File: src/hdl/sdm_params.svh
// constants of the safe direction monitor
// assumes a 125 MHz clock and one system cycle tick from the surrounding logic
`ifndef SDM_PARAMS_SVH
`define SDM_PARAMS_SVH

// ----------------------------------------------------------------
// widths
// ----------------------------------------------------------------
`define SDM_POS_W 32
`define SDM_TOL_W 31
`define SDM_DLY_W 17
`define SDM_PRE_W 17

// ----------------------------------------------------------------
// configuration limits and defaults
// ----------------------------------------------------------------
`define SDM_ON_DELAY_MAX_MS 17'd120000
`define SDM_ON_DELAY_DEF_MS 17'd20
`define SDM_TOL_MAX 31'h7fffffff
`define SDM_TOL_DEF 31'd100

// ----------------------------------------------------------------
// timing
// ----------------------------------------------------------------
`define SDM_CLK_PERIOD_NS 8
`define SDM_MS_NS 1000000
`define SDM_CYC_PER_MS (`SDM_MS_NS / `SDM_CLK_PERIOD_NS)

`endif

File: src/hdl/sdm_pkg.sv
// types shared by the safe direction monitor
// assumes sdm_params.svh is on the include path
`include "sdm_params.svh"

package sdm_pkg;

    typedef enum logic {SDM_FIRST_AXIS = 1'b0, SDM_SECOND_AXIS = 1'b1} sdm_axis_t;
    typedef enum logic {SDM_DIR_NEGATIVE = 1'b0, SDM_DIR_POSITIVE = 1'b1} sdm_dir_t;

    typedef struct packed {
        logic permanent;
        logic monitor_only_direction_variant;
        sdm_axis_t axis;
        sdm_dir_t permitted_dir;
        logic [`SDM_DLY_W-1:0] on_delay_ms;
        logic [`SDM_TOL_W-1:0] tol_win;
    } sdm_cfg_t;

    typedef struct packed {
        logic [`SDM_POS_W-1:0] first_axis;
        logic [`SDM_POS_W-1:0] second_axis;
    } sdm_pos_t;

    typedef struct packed {
        logic first_axis;
        logic second_axis;
    } sdm_stop_t;

    typedef enum logic [1:0] {SDM_IDLE, SDM_DELAY, SDM_MONITOR, SDM_FAULT} sdm_state_t;

endpackage

File: src/hdl/sdm_monitor.sv
// safe direction monitor for one drive axis, plain-port configuration
// assumes position words and system tick are on clk; activation pin is not
//
// What this block does
// - monitor-only variant never requests a braking stop, only drops acknowledge.
// - permanent mode monitors continuously, ignoring activation input and on-delay.
// - input activation starts monitoring after the on-delay, 0 to 120000 ms.
// - a partial-cycle on-delay ends at the next system cycle boundary.
// - configuration selects first or second axis; first is default.
// - while monitoring, movement direction is compared with the permitted direction.
// - permitted motion drags the window reference along; it never accumulates.
// - reverse movement beyond the window from the reference triggers error reaction.
// - clockwise is positive; permitted direction default is negative.
// - tolerance window spans 0 to 2147483647 increments, default 100.
// - full variant requests braking stop on the axis and drops acknowledge.
// - activation input is low active: 0 activates, 1 deactivates.
// - acknowledge is 1 within limits, 0 on violation or when inactive.
// - in the full variant, the braking stop request starts on every monitored limit violation.
`timescale 1ns/1ps
`include "sdm_params.svh"

module sdm_monitor
    import sdm_pkg::*;
#(
    parameter int unsigned CYC_PER_MS = `SDM_CYC_PER_MS
)
(
    // clock and reset
    input wire logic clk,
    input wire logic rst_n,
    // configuration
    input wire sdm_cfg_t cfg,
    // system cycle boundary and axis feedback
    input wire logic sys_tick,
    input wire sdm_pos_t pos,
    // safe input pin
    input wire logic activation_input_n,
    // safe outputs
    output logic direction_ack,
    output sdm_stop_t braking_stop_function
);

    // ----------------------------------------------------------------
    // reset release and pin synchroniser
    // ----------------------------------------------------------------
    logic rst_meta_reg;
    logic rst_sync_n;
    logic act_meta_reg;
    logic act_n_reg;

    always_ff @(posedge clk or negedge rst_n)
    begin
        if (!rst_n)
        begin
            rst_meta_reg <= 1'b0;
            rst_sync_n <= 1'b0;
        end
        else
        begin
            rst_meta_reg <= 1'b1;
            rst_sync_n <= rst_meta_reg;
        end
    end

    // deactivated until the pin is seen, so reset never looks like activation
    always_ff @(posedge clk or negedge rst_sync_n)
    begin
        if (!rst_sync_n)
        begin
            act_meta_reg <= 1'b1;
            act_n_reg <= 1'b1;
        end
        else
        begin
            act_meta_reg <= activation_input_n;
            act_n_reg <= act_meta_reg;
        end
    end

    // ----------------------------------------------------------------
    // direction arithmetic
    // ----------------------------------------------------------------
    // distance moved against the permitted direction, signed, one guard bit
    function automatic logic signed [`SDM_POS_W:0] rev_dist(
        input logic [`SDM_POS_W-1:0] now_pos,
        input logic [`SDM_POS_W-1:0] ref_pos,
        input sdm_dir_t dir
    );
        logic signed [`SDM_POS_W:0] d;
        d = $signed({now_pos[`SDM_POS_W-1], now_pos}) - $signed({ref_pos[`SDM_POS_W-1], ref_pos});
        rev_dist = (dir == SDM_DIR_POSITIVE) ? -d : d;
    endfunction

    logic [`SDM_POS_W-1:0] pos_sel;
    logic signed [`SDM_POS_W:0] rev;
    logic active;
    logic viol;
    logic drag;

    assign pos_sel = (cfg.axis == SDM_SECOND_AXIS) ? pos.second_axis : pos.first_axis;
    assign active = cfg.permanent || !act_n_reg;

    // ----------------------------------------------------------------
    // monitor state
    // ----------------------------------------------------------------
    sdm_state_t state_reg, state_next;
    logic [`SDM_POS_W-1:0] ref_reg, ref_next;
    logic [`SDM_PRE_W-1:0] pre_reg, pre_next;
    logic [`SDM_DLY_W-1:0] ms_reg, ms_next;
    logic ack_reg, ack_next;
    sdm_stop_t stop_reg, stop_next;

    assign rev = rev_dist(pos_sel, ref_reg, cfg.permitted_dir);
    assign viol = rev > $signed({2'b00, cfg.tol_win});
    assign drag = rev < 0;

    always_comb
    begin
        state_next = state_reg;
        ref_next = ref_reg;
        pre_next = pre_reg;
        ms_next = ms_reg;
        stop_next = stop_reg;
        case (state_reg)
            SDM_IDLE:
            begin
                pre_next = '0;
                ms_next = '0;
                stop_next = '0;
                if (cfg.permanent)
                begin
                    state_next = SDM_MONITOR;
                    ref_next = pos_sel;
                end
                else if (active)
                    state_next = SDM_DELAY;
            end
            SDM_DELAY:
            begin
                // whole milliseconds; a delay ending mid cycle waits for the tick
                if (ms_reg < cfg.on_delay_ms)
                begin
                    if (pre_reg == `SDM_PRE_W'(CYC_PER_MS - 1))
                    begin
                        pre_next = '0;
                        ms_next = ms_reg + 1'b1;
                    end
                    else
                        pre_next = pre_reg + 1'b1;
                end
                else if (sys_tick)
                begin
                    state_next = SDM_MONITOR;
                    ref_next = pos_sel;
                end
            end
            SDM_MONITOR:
            begin
                if (sys_tick)
                begin
                    if (viol)
                    begin
                        state_next = SDM_FAULT;
                        if (!cfg.monitor_only_direction_variant)
                        begin
                            stop_next.first_axis = (cfg.axis == SDM_FIRST_AXIS);
                            stop_next.second_axis = (cfg.axis == SDM_SECOND_AXIS);
                        end
                    end
                    else if (drag)
                        ref_next = pos_sel;
                end
            end
            SDM_FAULT:
            begin
                // held until deactivation; in permanent mode until cfg.permanent is cleared with the pin at 1
            end
            default:
                state_next = SDM_IDLE;
        endcase
        if (!active)
            state_next = SDM_IDLE;
        ack_next = (state_next == SDM_MONITOR);
    end

    always_ff @(posedge clk or negedge rst_sync_n)
    begin
        if (!rst_sync_n)
        begin
            state_reg <= SDM_IDLE;
            ref_reg <= '0;
            pre_reg <= '0;
            ms_reg <= '0;
            ack_reg <= 1'b0;
            stop_reg <= '0;
        end
        else
        begin
            state_reg <= state_next;
            ref_reg <= ref_next;
            pre_reg <= pre_next;
            ms_reg <= ms_next;
            ack_reg <= ack_next;
            stop_reg <= stop_next;
        end
    end

    assign direction_ack = ack_reg;
    assign braking_stop_function = stop_reg;

    // ----------------------------------------------------------------
    // checks
    // ----------------------------------------------------------------
    property p_mon_only_no_stop;
        @(posedge clk) disable iff (!rst_sync_n)
        (state_reg == SDM_MONITOR && sys_tick && viol && cfg.monitor_only_direction_variant)
        |=> (stop_reg == '0) && !direction_ack;
    endproperty
    a_mon_only_no_stop: assert property (p_mon_only_no_stop) else $error("stop in monitor-only");

    property p_permanent_start;
        @(posedge clk) disable iff (!rst_sync_n)
        (state_reg == SDM_IDLE && cfg.permanent) |=> (state_reg == SDM_MONITOR) && direction_ack;
    endproperty
    a_permanent_start: assert property (p_permanent_start) else $error("permanent not at once");

    property p_no_early_start;
        @(posedge clk) disable iff (!rst_sync_n)
        (state_reg == SDM_DELAY && state_next == SDM_MONITOR) |-> ms_reg >= cfg.on_delay_ms;
    endproperty
    a_no_early_start: assert property (p_no_early_start) else $error("on-delay cut short");

    property p_start_on_tick;
        @(posedge clk) disable iff (!rst_sync_n)
        (state_reg == SDM_DELAY) ##1 (state_reg == SDM_MONITOR) |-> $past(sys_tick);
    endproperty
    a_start_on_tick: assert property (p_start_on_tick) else $error("start off cycle boundary");

    property p_axis_stop;
        @(posedge clk) disable iff (!rst_sync_n)
        $rose(stop_reg.second_axis) |-> $past(cfg.axis == SDM_SECOND_AXIS) && !stop_reg.first_axis;
    endproperty
    a_axis_stop: assert property (p_axis_stop) else $error("stop on wrong axis");

    property p_drag_ref;
        @(posedge clk) disable iff (!rst_sync_n)
        (state_reg == SDM_MONITOR && sys_tick && drag && active) |=> ref_reg == $past(pos_sel);
    endproperty
    a_drag_ref: assert property (p_drag_ref) else $error("reference not dragged");

    property p_viol_fault;
        @(posedge clk) disable iff (!rst_sync_n)
        (state_reg == SDM_MONITOR && sys_tick && viol && active)
        |=> (state_reg == SDM_FAULT) && !direction_ack;
    endproperty
    a_viol_fault: assert property (p_viol_fault) else $error("violation missed");

    property p_full_stop;
        @(posedge clk) disable iff (!rst_sync_n)
        (state_reg == SDM_MONITOR && sys_tick && viol && active
            && !cfg.monitor_only_direction_variant)
        |=> (stop_reg != '0) ##1 (stop_reg != '0 || state_reg == SDM_IDLE);
    endproperty
    a_full_stop: assert property (p_full_stop) else $error("braking stop missing");

    property p_inactive_idle;
        @(posedge clk) disable iff (!rst_sync_n)
        (act_n_reg && !cfg.permanent) |=> (state_reg == SDM_IDLE) && !direction_ack;
    endproperty
    a_inactive_idle: assert property (p_inactive_idle) else $error("active while deactivated");

    property p_ack_state;
        @(posedge clk) disable iff (!rst_sync_n)
        direction_ack |-> (state_reg == SDM_MONITOR);
    endproperty
    a_ack_state: assert property (p_ack_state) else $error("ack outside monitoring");

endmodule // sdm_monitor

File: config.mk
export PLATFORM = sky130hd
export DESIGN_NAME = sdm_monitor
export DESIGN_NICKNAME = d
export VERILOG_FILES = /design/src/hdl/sdm_pkg.sv /design/src/hdl/sdm_monitor.sv
export VERILOG_INCLUDE_DIRS = /design/src /design/src/hdl
export SDC_FILE = /design/constraint.sdc
export NUM_CORES = 1
export LEC_CHECK = 0
export BUFFER_PORTS_ARGS = -buffer_cell sky130_fd_sc_hd__buf_4
export CAP_MARGIN = 15
export CORE_MARGIN = 2
export CORE_UTILIZATION = 40
export DETAILED_ROUTE_END_ITERATION = 6
export PLACE_DENSITY = 0.64
export SLEW_MARGIN = 20
export SYNTH_ARGS = -nofsm -noshare
export SYNTH_HDL_FRONTEND = slang
export SYNTH_SLANG_ARGS = --single-unit
File: constraint.sdc
create_clock -name clk -period 2.5 [get_ports clk]
set_input_delay 0.25 -clock clk [delete_from_list [all_inputs] [get_ports clk]]
set_output_delay 0.25 -clock clk [all_outputs]
set_load 0.05 [all_outputs]
## Word level (Yosys, flattened, before mapping)

Index checks and enable logic that the tools add are counted.

| storage, ports and cells | value |
|---|---|
| flip-flop bits (word level) | 75 |
| output and inout bits | 3 |
| logic and storage cells | 69 |
| input bits | 120 |

| cells by class | value |
|---|---|
| equal/unequal tests | 14 |
| reductions and logical operators | 10 |
| bitwise logic cells | 1 |
| magnitude comparators | 3 |
| mux-type cells | 26 |
| $add $sub $neg | 4 |

Operators with widths:

| cell | number |
|---|---|
| 32-bit 2-to-1 mux | 7 |
| 32-bit one-hot mux with 3 select lines | 1 |
| 17-bit 2-to-1 mux | 4 |
| 17-bit one-hot mux with 2 select lines | 2 |
| 17-bit by 1-bit adder with 17-bit output (second input constant) | 2 |
| 33-bit by 32-bit greater-than comparator with 1-bit output | 1 |
| 33-bit by 1-bit less-than comparator with 1-bit output (second input constant) | 1 |
| 33-bit 2-to-1 mux | 1 |
| 33-bit negation | 1 |
| 32-bit by 32-bit subtractor with 33-bit output | 1 |
| 2-bit != test (second input constant) | 10 |
| 2-bit 2-to-1 mux | 9 |
| 17-bit equality test (second input constant) | 1 |
| 17-bit less-than comparator | 1 |
| 7-bit AND reduction | 1 |
| 2-bit one-hot mux with 3 select lines | 1 |
| 2-bit equality test (second input constant) | 2 |
| 2-bit one-hot mux with 2 select lines | 1 |
| 4-bit AND reduction | 1 |
| 2-bit nonzero test | 2 |
| 3-bit AND reduction | 1 |
| 3-bit nonzero test | 1 |
| 2-bit by 1-bit equality test with 1-bit output (second input constant) | 1 |
| 2-bit zero test | 1 |
| 4 further kinds | 4 |

## Depth between registers and ports, before layout

| depth | value |
|---|---|
| depth in word-level cells | 10 |
| gate-level depth with buffers | 27 |
| gate-level depth less buffers | 25 |

## Worst setup path after synthesis

Ideal clock, no wire load.

| timing | value |
|---|---|
| kind | input-to-reg |
| start point | input cfg[49] (netlist bit) |
| end point | register stop_reg (netlist bit braking_stop_function[0]) |
| required time | 2.375 ns |
| setup time | 0.125 ns |
| data arrival time | 6.326 ns |
| slack | -3.951 ns |
| cell stages on the path | 27 |
| cell sequence | clkbuf_1 clkbuf_1 mux2_2 ha_1 clkbuf_1 a21oi_1 nand2_1 a221oi_1 nor2b_1 a211oi_1 nor4b_2 o211ai_1 or4_1 or3_1 nand2_1 xnor2_1 ha_1 nand4_1 or2_2 nor2_1 nand2_1 o41ai_1 a21oi_1 or2_2 mux2i_1 nor4_1 mux2_2 |

| on the way | value |
|---|---|
| longest elaborated chain between the ends | 7 |
| elaborated cells between the ends (all ways) | 11 |
| classes of those cells | 2 x add/sub; 1 x order compare; 1 x eq/ne; 6 x mux; 1 x reduce/logical |

RTL lines:

| element | line | source |
|---|---|---|
| start: declaration | sdm_monitor.sv:32 | `input wire sdm_cfg_t cfg,` |
| 32-bit 2-to-1 mux (*) | sdm_monitor.sv:100 | `assign pos_sel = (cfg.axis == SDM_SECOND_AXIS) ? pos.second_axis : pos.first_axis;` |
| net pos_sel[18] | sdm_monitor.sv:94 | `` logic [`SDM_POS_W-1:0] pos_sel; `` |
| 32-bit by 32-bit subtractor with 33-bit output (*) | sdm_monitor.sv:90 | `` d = $signed({now_pos[`SDM_POS_W-1], now_pos}) - $signed({ref_pos[`SDM_POS_W-1], ref_pos}); `` |
| 33-bit negation | sdm_monitor.sv:91 | `rev_dist = (dir == SDM_DIR_POSITIVE) ? -d : d;` |
| 33-bit 2-to-1 mux (*) | sdm_monitor.sv:91 |  |
| 33-bit by 32-bit greater-than comparator with 1-bit output (*) | sdm_monitor.sv:114 | `assign viol = rev > $signed({2'b00, cfg.tol_win});` |
| 2-bit != test (no source line) (*) | n/a |  |
| 4-bit AND reduction (no source line) (*) | n/a |  |
| end signal: assignment | sdm_monitor.sv:204 | `stop_reg <= stop_next;` |
| end: declaration | sdm_monitor.sv:111 | `sdm_stop_t stop_reg, stop_next;` |

The timed path passes the listed nets; every way through them passes the cells marked *. The select of a mux whose other input is x is not followed.
A chain may end at the register's enable or synchronous reset.

## Final worst setup path

Ends and elaborated chain as after synthesis.

==> metrics <==
final period utilization 2.34; Core Area 19400 um^2; top post-synthesis cells by count inv_1 (88), ha_1 (82), dfrtp_1 (73), o21ai_0 (71), nor2_1 (61); endpoints failing hold 0; worst-skew pair later-pin latency 0.35 ns; Worst setup SP type primary input; Top FF cell, synth dfrtp_1; share of the synthesized area in the top cell type 0.232; I/O pins 123; max FFs per register 32; worst slack at placement -3.96 ns; Worst VDD drop 0.632 mV; initial drt markers 410; CTS root buffer clkbuf_16; Critical Path AT 6.08 ns; worst path required time 2.73 ns; fin cells 1576; clk buf depth 2; Cell variety after synth 77; WL met2 11700 um; vias post-DR 8261; Setup Skew 0.0101 ns; hold crit path type in -> reg; total power 0.0153 W; pin count of the biggest net entering global routing 74; crit end category register; register bit count reported by yosys 75; Worst Slack Setup Final -3.35 ns; largest area contributor in the netlist dfrtp_1; # port buffers 122; Top Layer Used met4; Avg Synthesized Cell Area 8.27 um^2; minimum clock period 5.85 ns; fillcell total 1689; CP max stage delay 0.56 ns; multi-input logic area 6330 um^2; Gate Count Post-Synth 954; area grow syn2layout 54.5%; outcome finished, violations left; hold slack 0.0158 ns; met3 WL 1100 um; WL/cell 15.2 um; violated checks setup timing; antenna violations before repair 0; global route total overflow 0; GRT Total Usage 0.227; DR vias/cell 5.24; site row count 51; most common cell in the synthesized netlist inv_1; cts bufs inserted 9; Initial Util 0.407; number of synthesized flops with an enable pin 0; number of global-route vias before repair 7915; router iterations before antenna repair 5; syn_nets 1157; HPWL Detailed 18100 um; Routed WL 23900 um; layout cells sized above 1 0.439; die span in x 144 um; P per Cell Area 1250 nW/um^2; CTS tree built; Crit Path Category in -> reg; Leakage 5.98 nW; first-pass GRT wire length 38000 um; Slowest cell on crit path or4_4; Met1 Wirelength 10900 um; Synth area leaders dfrtp_1 (23%), ha_1 (13%), mux2_2 (4.9%); die area 20900 um^2; CP top delay family simple AND/OR/NAND/NOR gates; CP bufs+invs 1; Die Y-Extent 144 um; Async SR Flop Fraction 1.00; fin. max-slew vios 0; # DRC 0; total area of sequential cells 1880 um^2; max_cap viols 0; CP most frequent cell a21oi_2; GPL Wtd Cong 0.937; top fanout value on the critical path 17; Yosys Warn Count 0; H-tree depth reported by CTS 3; fmax 171 MHz; nets 1509; Setup TNS Final -82.68 ns; Clock transition at path regs 0.07 ns; final setup fails 43; ANT cells 0; Num Clock Sinks 75; register area share after synthesis 0.238; Post-Syn Area 7890 um^2; CP Cell Sequence buf_12, mux2_2, ha_1, a21oi_2, and2_1, a21oi_2, or3_1, a221o_1, or3_1, or4_4, or3_4, nand2_2, xnor2_2, ha_1, nand4_1, or2_4, o22a_1, nand3_1, a31oi_1, a21oi_2, or2_4, o211ai_1, nor4_2, mux2_2; slew margin rel. 0.576; RSZ-0062 raised after global routing yes; Inst Count DP 1529; DRT antenna net count 0; Worst-Margin Slew 0.634 ns
==> worst paths after layout <==
check	startpoint	endpoint	slack (ns)	cells past startpoint
setup / recovery	cfg[49]	braking_stop_function[0]$_DFFE_PN0P_	-3.35	24
min in group asynchronous	rst_n	rst_sync_n$_DFF_PN0_	0.22	2
hold / removal	activation_input_n	act_meta_reg$_DFF_PN1_	0.02	1
setup reg to reg	ref_reg[0]$_DFFE_PN0P_	braking_stop_function[0]$_DFFE_PN0P_	-3.32	24
hold reg to reg	rst_sync_n$_DFF_PN0_	ref_reg[31]$_DFFE_PN0P_	0.29	1
max in group asynchronous	rst_sync_n$_DFF_PN0_	act_meta_reg$_DFF_PN1_	1.87	1
==> area by class of cell <==
| class | count | share of cell area |
|---|---|---|
| inverter | 88 | 0.0271 |
| multi-input combinational | 756 | 0.520 |
| clock inverter | 7 | 0.00534 |
| timing repair buffer | 376 | 0.248 |
| tap | 265 | 0.0272 |
| sequential | 75 | 0.154 |
| clock buffer | 9 | 0.0185 |
==> cells in the final DEF (no fill, tap or decap), types with 25 or more instances in the layout <==
master / synthesis / layout
ha_1: 82 / 68
mux2_2: 34 / 27
a21o_1: 25 / 25
inv_1: 88 / 86
nand2_1: 57 / 54
nor2_1: 61 / 53
o21ai_0: 71 / 44
a21oi_1: 59 / 44
buf_4: 3 / 354
xnor2_1: 34 / 32
dfrtp_1: 73 / 72
nand4_1: 26 / 26
mux2_4: 0 / 34
==> timing repair <==
item | 4_1_cts | 5_1_grt
setup endpoints to repair | 51 | 63
resized for setup | 53 | 104
hold endpoints to repair | 2 | 0
setup buffers | 23 | 13
cloned | 3 | 2
hold buffers | 1 | 0
pin swaps | 26 | 46
==> worst reg2reg max path, stage by stage, from the launching register on <==
cell      delay, ns
dfrtp_1        0.36
ha_2           0.19
fa_2           0.23
nor2b_4        0.06
buf_6          0.11
or3_4          0.33
o31ai_4        0.25
a31o_4         0.19
nand4b_1       0.16
or4_4          0.56
or4_4          0.50
or3_4          0.39
nand2_2        0.09
xnor2_2        0.06
ha_1           0.29
nand4_1        0.10
or2_4          0.26
o22a_1         0.19
nand3_1        0.09
a31oi_1        0.06
a21oi_2        0.24
or2_4          0.18
o211ai_1       0.11
nor4_2         0.32
mux2_2         0.37
==> cells by family (layout without fill, tap and decap cells) <==
kind of cell / count (synthesis) / count (layout) / synth area share
other: 1 / 1 / 0.000475
multiplexers: 69 / 69 / 0.0974
XOR/XNOR: 59 / 59 / 0.0655
buffers and inverters: 125 / 480 / 0.0661
adder cells (fa/ha/maj): 83 / 83 / 0.133
AND/OR/NAND/NOR: 288 / 290 / 0.191
flip-flops: 75 / 75 / 0.238
AO/OA/AOI/OAI: 254 / 254 / 0.209
==> report_power, final <==
group	internal, W	switching, W
Combinational	0.00646	0.00574
Clock	0.000699	0.000598
Sequential	0.00153	0.000222
==> layer usage <==
| layer | GRT usage | vias up |
|---|---|---|
| met5 | 0 | - |
| met1 | 0.306 | 3877 |
| li1 | - | 4172 |
| met4 | 0.0516 | 0 |
| met3 | 0.0361 | 24 |
| met2 | 0.383 | 188 |
==> through the flow <==
| step | instance area, um^2 | util |
|---|---|---|
| floorplan | 8260 | - |
| global placement | 11000 | 0.565 |
| detailed placement | 11000 | 0.565 |
| CTS | 11700 | 0.604 |
| global route | 12200 | 0.628 |
| finish | 12200 | 0.628 |
Power figures use the tool's default switching activity.
